### src/hw/irs_map.svh
`ifndef IRS_MAP_SVH
`define IRS_MAP_SVH
// field positions within the control word
`define IRS_CTL2_RESTART_BIT 1
`define IRS_CTL2_LOW_W 5
`define IRS_STAT_START_BIT 3
// widths
`define IRS_RELOAD_W 7
`define IRS_DATA_W 8
// reset values
`define IRS_RELOAD_RST 7'h00
`define IRS_BUF_RST 8'h00
`define IRS_CTL2_RST 5'h00
// count step
`define IRS_CNT_ZERO 7'h00
`define IRS_CNT_ONE 7'h01
`endif

### src/hw/irs_pkg.sv
`include "irs_map.svh"
package irs_pkg;
  // both bus lines seen from inside: sampled clock and data levels
  typedef struct packed {
    logic scl;
    logic sda;
  } irs_lines_t;

  // event pulses reported to the core
  typedef struct packed {
    logic start_seen;
    logic done;
    logic write_collision_flag;
    logic bcol;
  } irs_events_t;

  typedef enum logic [2:0] {
    IRS_IDLE,
    IRS_SCL_LOW,
    IRS_SDA_HIGH,
    IRS_SCL_RISE,
    IRS_SETUP,
    IRS_SDA_LOW,
    IRS_HOLD
  } irs_state_t;
endpackage

### src/hw/irs_restart.sv
`timescale 1ns/100ps
`include "irs_map.svh"
// Operation
// - released clock stops the baud counter until the clock reads high
// - clock seen high reloads counter, high phase lasts a full period
// - restart begins only when requested while the master is idle
// - restart pulls clock low, then loads counter once clock reads low
// - data line released high one baud period before clock is released
// - timeout with data high releases clock; clock high reloads counter
// - data and clock held high one full baud period before start
// - data driven low one baud period while clock stays high
// - request bit clears itself; no reload and data stays low
// - start-seen flag sets as soon as start is seen on the lines
// - event flag raised only after counter times out past start
// - restart request during another bus event has no effect
// - collision if data reads low as clock rises
// - collision if clock falls before we drive data low
// - buffer write during restart sets write collision, keeps buffer
// - low five control bits are write-blocked until restart completes
module irs_restart
  import irs_pkg::*;
(
  input  wire logic                       i_clk,
  input  wire logic                       i_reset,
  input  wire logic                       i_ce,
  input  wire logic                       i_scl,
  input  wire logic                       i_sda,
  input  wire logic                       i_other_busy,
  input  wire logic [`IRS_RELOAD_W-1:0]   i_baud_reload_value,
  input  wire logic                       i_ctl2_we,
  input  wire logic [`IRS_CTL2_LOW_W-1:0] i_ctl2_wdata,
  input  wire logic                       i_buf_we,
  input  wire logic [`IRS_DATA_W-1:0]     i_buf_wdata,
  input  wire logic                       i_evt_clr,
  input  wire logic                       i_write_collision_flag_clr,
  input  wire logic                       i_bcol_clr,
  output logic                            o_scl_o,
  output logic                            o_scl_oe,
  output logic                            o_sda_o,
  output logic                            o_sda_oe,
  output logic [`IRS_CTL2_LOW_W-1:0]      o_serial_port_control_2,
  output logic                            o_start_seen,
  output logic                            o_port_event_flag,
  output logic                            o_write_collision_flag,
  output logic                            o_bus_collision_flag,
  output logic [`IRS_DATA_W-1:0]          o_shift_buffer
);
  import irs_pkg::*;

  // -------------------------------------------------------------
  // pin synchronisers
  // -------------------------------------------------------------
  irs_lines_t meta_ff;
  irs_lines_t sync_ff;
  irs_lines_t prev_ff;

  // first stage feeds only the second one
  always_ff @(posedge i_clk) begin
    if (i_reset) begin
      meta_ff <= '1;
      sync_ff <= '1;
      prev_ff <= '1;
    end else if (i_ce) begin
      meta_ff <= '{scl: i_scl, sda: i_sda};
      sync_ff <= meta_ff;
      prev_ff <= sync_ff;
    end
  end

  logic scl_rise;
  logic start_cond;
  assign scl_rise   = sync_ff.scl && !prev_ff.scl;
  assign start_cond = prev_ff.sda && !sync_ff.sda && sync_ff.scl;

  // -------------------------------------------------------------
  // sequencer
  // -------------------------------------------------------------
  irs_state_t state_ff;
  irs_state_t nxt_state;
  logic       tmo;
  logic       brg_load;
  logic       brg_run;
  logic       restart_bit;
  logic       busy;
  logic       bcol_hit;

  assign restart_bit = o_serial_port_control_2[`IRS_CTL2_RESTART_BIT];
  assign busy        = (state_ff != IRS_IDLE);

  irs_baud u_baud (
    .i_clk    (i_clk),
    .i_reset  (i_reset),
    .i_ce     (i_ce),
    .i_load   (brg_load),
    .i_run    (brg_run),
    .i_reload (i_baud_reload_value),
    .o_tmo    (tmo)
  );

  // collisions while the restart owns the bus
  always_comb begin
    bcol_hit = 1'b0;
    if (state_ff == IRS_SCL_RISE || state_ff == IRS_SETUP) begin
      if (scl_rise && !sync_ff.sda) begin
        bcol_hit = 1'b1;
      end
    end
    if (state_ff == IRS_SETUP && !sync_ff.scl) begin
      bcol_hit = 1'b1;
    end
  end

  // next state and baud counter steering
  always_comb begin
    nxt_state = state_ff;
    brg_load  = 1'b0;
    brg_run   = 1'b0;
    if (bcol_hit) begin
      nxt_state = IRS_IDLE;
    end else begin
      unique case (state_ff)
        IRS_IDLE: begin
          if (restart_bit) begin
            nxt_state = IRS_SCL_LOW;
          end
        end
        IRS_SCL_LOW: begin
          if (!sync_ff.scl) begin
            brg_load  = 1'b1;
            nxt_state = IRS_SDA_HIGH;
          end
        end
        IRS_SDA_HIGH: begin
          brg_run = 1'b1;
          if (tmo && sync_ff.sda) begin
            nxt_state = IRS_SCL_RISE;
          end
        end
        IRS_SCL_RISE: begin
          // counter frozen while a slave holds the clock low
          if (sync_ff.scl) begin
            brg_load  = 1'b1;
            nxt_state = IRS_SETUP;
          end
        end
        IRS_SETUP: begin
          brg_run = 1'b1;
          if (tmo) begin
            brg_load  = 1'b1;
            nxt_state = IRS_SDA_LOW;
          end
        end
        IRS_SDA_LOW: begin
          brg_run = 1'b1;
          if (tmo) begin
            nxt_state = IRS_HOLD;
          end
        end
        IRS_HOLD: begin
          // no reload here: the flag waits a whole wrap of the counter
          brg_run = 1'b1;
          if (tmo) begin
            nxt_state = IRS_IDLE;
          end
        end
      endcase
    end
  end

  // state register, one step per enabled clock
  always_ff @(posedge i_clk) begin
    if (i_reset) begin
      state_ff <= IRS_IDLE;
    end else if (i_ce) begin
      state_ff <= nxt_state;
    end
  end

  // -------------------------------------------------------------
  // pin drive
  // -------------------------------------------------------------
  // open drain: output always low, enable means pulling the line
  always_ff @(posedge i_clk) begin
    if (i_reset) begin
      o_scl_oe <= 1'b0;
      o_sda_oe <= 1'b0;
      o_scl_o  <= 1'b0;
      o_sda_o  <= 1'b0;
    end else if (i_ce) begin
      o_scl_o  <= 1'b0;
      o_sda_o  <= 1'b0;
      o_scl_oe <= (nxt_state == IRS_SCL_LOW) ||
                  (nxt_state == IRS_SDA_HIGH);
      o_sda_oe <= (nxt_state == IRS_SDA_LOW) ||
                  (nxt_state == IRS_HOLD);
    end
  end

  // -------------------------------------------------------------
  // control word
  // -------------------------------------------------------------
  // the self-clear drops only the request bit; writes stay blocked until the hold ends and the state is idle
  always_ff @(posedge i_clk) begin
    if (i_reset) begin
      o_serial_port_control_2 <= `IRS_CTL2_RST;
    end else if (i_ce) begin
      if ((state_ff == IRS_SDA_LOW && tmo) || bcol_hit) begin
        o_serial_port_control_2[`IRS_CTL2_RESTART_BIT] <= 1'b0;
      end else if (i_ctl2_we && !busy) begin
        o_serial_port_control_2 <= i_ctl2_wdata;
        if (i_other_busy) begin
          o_serial_port_control_2[`IRS_CTL2_RESTART_BIT] <= 1'b0;
        end
      end
    end
  end

  // -------------------------------------------------------------
  // shift buffer and flags
  // -------------------------------------------------------------
  always_ff @(posedge i_clk) begin
    if (i_reset) begin
      o_shift_buffer <= `IRS_BUF_RST;
    end else if (i_ce && i_buf_we && !busy) begin
      o_shift_buffer <= i_buf_wdata;
    end
  end

  // sticky flags: a set in the clear cycle wins
  always_ff @(posedge i_clk) begin
    if (i_reset) begin
      o_write_collision_flag <= 1'b0;
      o_bus_collision_flag   <= 1'b0;
      o_port_event_flag      <= 1'b0;
      o_start_seen           <= 1'b0;
    end else if (i_ce) begin
      if (i_buf_we && busy) begin
        o_write_collision_flag <= 1'b1;
      end else if (i_write_collision_flag_clr) begin
        o_write_collision_flag <= 1'b0;
      end
      if (bcol_hit) begin
        o_bus_collision_flag <= 1'b1;
      end else if (i_bcol_clr) begin
        o_bus_collision_flag <= 1'b0;
      end
      if (state_ff == IRS_HOLD && tmo) begin
        o_port_event_flag <= 1'b1;
      end else if (i_evt_clr) begin
        o_port_event_flag <= 1'b0;
      end
      // status bit follows the last start seen on the lines
      if (start_cond) begin
        o_start_seen <= 1'b1;
      end else if (i_ctl2_we && !busy) begin
        o_start_seen <= 1'b0;
      end
    end
  end
endmodule

### src/hw/irs_baud.sv
`timescale 1ns/100ps
`include "irs_map.svh"
module irs_baud (
  input  wire logic                       i_clk,
  input  wire logic                       i_reset,
  input  wire logic                       i_ce,
  input  wire logic                       i_load,
  input  wire logic                       i_run,
  input  wire logic [`IRS_RELOAD_W-1:0]   i_reload,
  output logic                            o_tmo
);
  logic [`IRS_RELOAD_W-1:0] cnt_ff;

  // -------------------------------------------------------------
  // down counter, timeout on rollover
  // -------------------------------------------------------------
  // load wins over counting; a stopped counter holds its value
  always_ff @(posedge i_clk) begin
    if (i_reset) begin
      cnt_ff <= `IRS_CNT_ZERO;
    end else if (i_ce) begin
      if (i_load) begin
        cnt_ff <= i_reload;
      end else if (i_run) begin
        cnt_ff <= cnt_ff - `IRS_CNT_ONE;
      end
    end
  end

  // pulse when the count passes zero and wraps
  // held while frozen, so the sequencer still sees it once enabled
  always_ff @(posedge i_clk) begin
    if (i_reset) begin
      o_tmo <= 1'b0;
    end else if (i_ce) begin
      o_tmo <= i_run && !i_load && (cnt_ff == `IRS_CNT_ZERO);
    end
  end
endmodule

### config.mk
export PLATFORM = sky130hd
export DESIGN_NAME = irs_restart
export DESIGN_NICKNAME = d
export VERILOG_FILES = /design/src/hw/irs_pkg.sv /design/src/hw/irs_restart.sv /design/src/hw/irs_baud.sv
export VERILOG_INCLUDE_DIRS = /design/src /design/src/hw
export SDC_FILE = /design/constraint.sdc
export NUM_CORES = 1
export LEC_CHECK = 0
export ABC_CLOCK_PERIOD_IN_PS = 2750
export BUFFER_PORTS_ARGS = -buffer_cell sky130_fd_sc_hd__buf_4
export CAP_MARGIN = 20
export CORE_UTILIZATION = 55
export DETAILED_ROUTE_END_ITERATION = 16
export PLACE_DENSITY = 0.84
export SETUP_SLACK_MARGIN = 0.2
export SYNTH_ARGS = -nofsm -noshare
export SYNTH_HDL_FRONTEND = slang
export SYNTH_SLANG_ARGS = --single-unit
### constraint.sdc
create_clock -name i_clk -period 2.75 [get_ports i_clk]
set_input_delay 0.6875 -clock i_clk [delete_from_list [all_inputs] [get_ports i_clk]]
set_output_delay 0.6875 -clock i_clk [all_outputs]
set_load 0.01 [all_outputs]
==> results.rst <==
.. list-table::
   :header-rows: 1

   * - Metric
     - Value
   * - Synth area leaders
     - sky130_fd_sc_hd__dfxtp_1 (40%), sky130_fd_sc_hd__mux2i_1 (7.8%), sky130_fd_sc_hd__nor2_1 (7.3%)
   * - Post-synthesis cell type with the largest combined area
     - sky130_fd_sc_hd__dfxtp_1
   * - Total Die Area
     - 3490 um2
   * - Total congestion overflow after global routing
     - 0
   * - Maximum number of pins on one net before global-route repair
     - 39
   * - Synthesis-to-layout area growth
     - 24.0%
   * - Buffers added on ports
     - 49
   * - Gate power share
     - 0.130
   * - Number of global-route vias before repair
     - 1398
   * - Final number of max-transition violations
     - 0
   * - CTS Buffer Depth
     - 2
   * - Number of warnings reported in the yosys synthesis log
     - 0
   * - Share of post-route cells with drive strength above 1
     - 0.259
   * - Category of the worst setup path launch point
     - register
   * - Number of violations reported at the end of detailed-routing iteration 0
     - 69
   * - Vertical die dimension
     - 59.0 um
   * - I/O Pins
     - 52
   * - Upper clock frequency limit
     - 455 MHz
   * - CTS-repair resized insts
     - 0
   * - Number of unique standard cell types used by synthesis
     - 49
   * - Count of TritonRoute iterations in the first routing pass
     - 4
   * - EDFF count, synth
     - 0
   * - Max-slew headroom at the worst pin
     - 0.611
   * - Sw power
     - 0.267 mW
   * - Layout Nets
     - 286
   * - # Post-CTS Setup Buffers
     - 0
   * - Sequential share of the synthesized area
     - 0.403
   * - Initial antenna violation count
     - 0
   * - Final Util
     - 0.721
   * - Global-route wire length before repair
     - 6360 um
   * - Fill cell instance count of the final layout
     - 270
   * - Number of buffers added by the clock tree synthesis step
     - 5
   * - Sequential Power Share
     - 0.520
   * - Routed vias
     - 1598
   * - H-Tree Depth
     - 2
   * - Worst slew pin tran
     - 0.583 ns
   * - Root Buffer Master
     - sky130_fd_sc_hd__clkbuf_4
   * - RSZ-0062 raised after global routing
     - no
   * - Period Utilization, post-route
     - 0.800
   * - Row count
     - 20
   * - Average instance area after synthesis
     - 8.48 um2
   * - Area of the mapped netlist
     - 1790 um2
   * - Routed length per instance
     - 12.7 um
   * - Proportion of netlist area held by the largest area contributor
     - 0.403
   * - Setup violation total in the final timing report
     - 0
   * - Most frequent cell after synthesis
     - sky130_fd_sc_hd__dfxtp_1
   * - TritonCTS clock tree
     - yes
   * - Internal power contribution
     - 0.806 mW
   * - Antenna diode count
     - 0
   * - Post-detail-place hpwl
     - 2620 um
   * - # Max-Cap Violations
     - 0
   * - Global router's overall resource usage
     - 0.241
   * - Weighted congestion reported at the end of routability-driven placement
     - 0.856
   * - Commonest cells in the synthesized netlist
     - sky130_fd_sc_hd__dfxtp_1 (36), sky130_fd_sc_hd__nor2_1 (35), sky130_fd_sc_hd__nand2_1 (20), sky130_fd_sc_hd__mux2i_1 (14), sky130_fd_sc_hd__a21oi_1 (9)
   * - Synthesized instance count
     - 211
   * - Hold_buf cts
     - 0
   * - Switching share of power
     - 0.249
   * - Final hold violation count
     - 0
   * - Starting utilization of the core area
     - 0.581
   * - Clock net sink count
     - 36
   * - Power per Cell Area
     - 483 nW/um2
   * - Path class of the lowest-slack min-delay path
     - register to register
   * - Flip-flop cell with the highest count after synthesis
     - sky130_fd_sc_hd__dfxtp_1
   * - Sequential standard cell area
     - 721 um2
   * - Area taken by multi-input logic gates
     - 961 um2
   * - Floorplan core area
     - 3080 um2
   * - Clock period minus final worst setup slack
     - 2.20 ns
   * - Required time at the endpoint of the critical path
     - 3.02 ns
   * - Register clock-pin slew on the reported worst setup and hold paths
     - 0.12 ns
   * - Clock Latency Late Sink
     - 0.35 ns
   * - Worst Path Arrival
     - 2.47 ns
   * - Overall routed net length
     - 3800 um
   * - Average via count per standard cell
     - 5.34
   * - Number of register bits inferred by synthesis
     - 36
   * - Clock share of power
     - 0.350
   * - Static leakage
     - 0.946 nW
   * - Classification of the worst setup path
     - register to register
   * - Remaining routing DRC violations
     - 0
   * - Clock tree skew after final layout
     - 0.0152 ns
   * - Detail Route Antenna Nets
     - 0
   * - Result of the run
     - completed
   * - Crit Path Max Fanout
     - 17
   * - Die W
     - 59.0 um
   * - Share of async-settable or async-resettable flops after synthesis
     - 0
   * - Maximum vdd drop
     - 0.349 mV
   * - Crit path capture type
     - register
   * - Sum of negative setup slack
     - 0 ns
==> final cells by class <==
| class | instances | share of cell area |
|---|---|---|
| Clock buffer | 5 | 0.0169 |
| Clock inverter | 3 | 0.0192 |
| Inverter | 9 | 0.0152 |
| Multi-Input combinational cell | 153 | 0.433 |
| Sequential cell | 36 | 0.325 |
| Tap cell | 44 | 0.0248 |
| Timing Repair Buffer | 49 | 0.166 |
==> flip-flops by register name, summed over array words and instances, names as in the netlist <==
register	cells
o_scl_oe	1
o_serial_port_control_2	5
meta_ff	2
o_port_event_flag	1
o_sda_oe	1
sync_ff	2
o_write_collision_flag	1
o_bus_collision_flag	1
u_baud.o_tmo	1
prev_ff	2
o_shift_buffer	8
state_ff	3
o_start_seen	1
u_baud.cnt_ff	7
==> layer usage <==
metal | GRT usage | vias to the layer above | share of wire
li1 | - | 827 | -
met1 | 0.315 | 727 | 0.46
met2 | 0.390 | 40 | 0.48
met3 | 0.0655 | 4 | 0.049
met4 | 0.0714 | 0 | 0.0095
met5 | 0 | - | 0
==> per-stage QoR <==
stage	total power [mW]	hold WS (ns)	std cells	instance area (um2)	worst slack, ns
after floorplan	0.648	0.427	212	1790	1.01
after global placement	0.706	0.437	291	2140	0.690
after detailed placement	0.709	0.441	291	2140	0.619
after CTS	1.08	0.467	299	2220	0.550
after global routing	1.12	0.491	299	2220	0.375
final	1.07	0.462	299	2220	0.550
==> power by group through the flow <==
stage | Combinational, mW | Sequential, mW | Clock [mW]
4_1_cts | 0.141 | 0.557 | 0.380
2_1_floorplan | 0.0797 | 0.569 | 0
3_5_place_dp | 0.140 | 0.568 | 0
5_1_grt | 0.155 | 0.561 | 0.404
3_3_place_gp | 0.138 | 0.568 | 0
6_report | 0.140 | 0.558 | 0.375
==> critical path: stages (launching register included) <==
cell and delay [ns]:
sky130_fd_sc_hd__dfxtp_1 0.71, sky130_fd_sc_hd__nand4b_1 0.31, sky130_fd_sc_hd__a211o_1 0.40, sky130_fd_sc_hd__nand2_1 0.20
sky130_fd_sc_hd__nor2_1 0.10, sky130_fd_sc_hd__o21a_1 0.19, sky130_fd_sc_hd__o32ai_2 0.22
==> cells by family after synthesis <==
| kind of cell | share of synthesized area |
|---|---|
| and+or+nand+nor | 0.238 |
| AOI/OAI and AO/OA | 0.205 |
| DFF | 0.403 |
| buffers and inverters | 0.0622 |
| muxes | 0.0783 |
| adders and majority gates | 0.00699 |
| other | 0.00210 |
| xor gates and xnor gates | 0.00490 |
==> worst paths after layout <==
check                                  start                to  slack [ns]  cells past startpoint
worst max-delay path             state_ff[1]  u_baud.cnt_ff[2]        0.55                      6
worst min-delay path            o_start_seen      o_start_seen        0.46                      2
worst max register to register   state_ff[1]  u_baud.cnt_ff[2]        0.55                      6
worst min register to register  o_start_seen      o_start_seen        0.46                      2
==> cells in the final DEF, fill, tap and decap left out, types with 4 or more instances in the layout <==
master and instances:
sky130_fd_sc_hd__nand2b_1 4, sky130_fd_sc_hd__a21oi_1 9, sky130_fd_sc_hd__a22oi_1 5, sky130_fd_sc_hd__a211o_1 7
sky130_fd_sc_hd__nor2_1 35, sky130_fd_sc_hd__mux2i_1 14, sky130_fd_sc_hd__nand3_1 4, sky130_fd_sc_hd__nand2_1 20
sky130_fd_sc_hd__clkbuf_4 5, sky130_fd_sc_hd__inv_1 7, sky130_fd_sc_hd__nor2b_1 5, sky130_fd_sc_hd__buf_4 49
sky130_fd_sc_hd__dfxtp_1 36, sky130_fd_sc_hd__o21ai_1 4
Power figures use the tool's default switching activity.
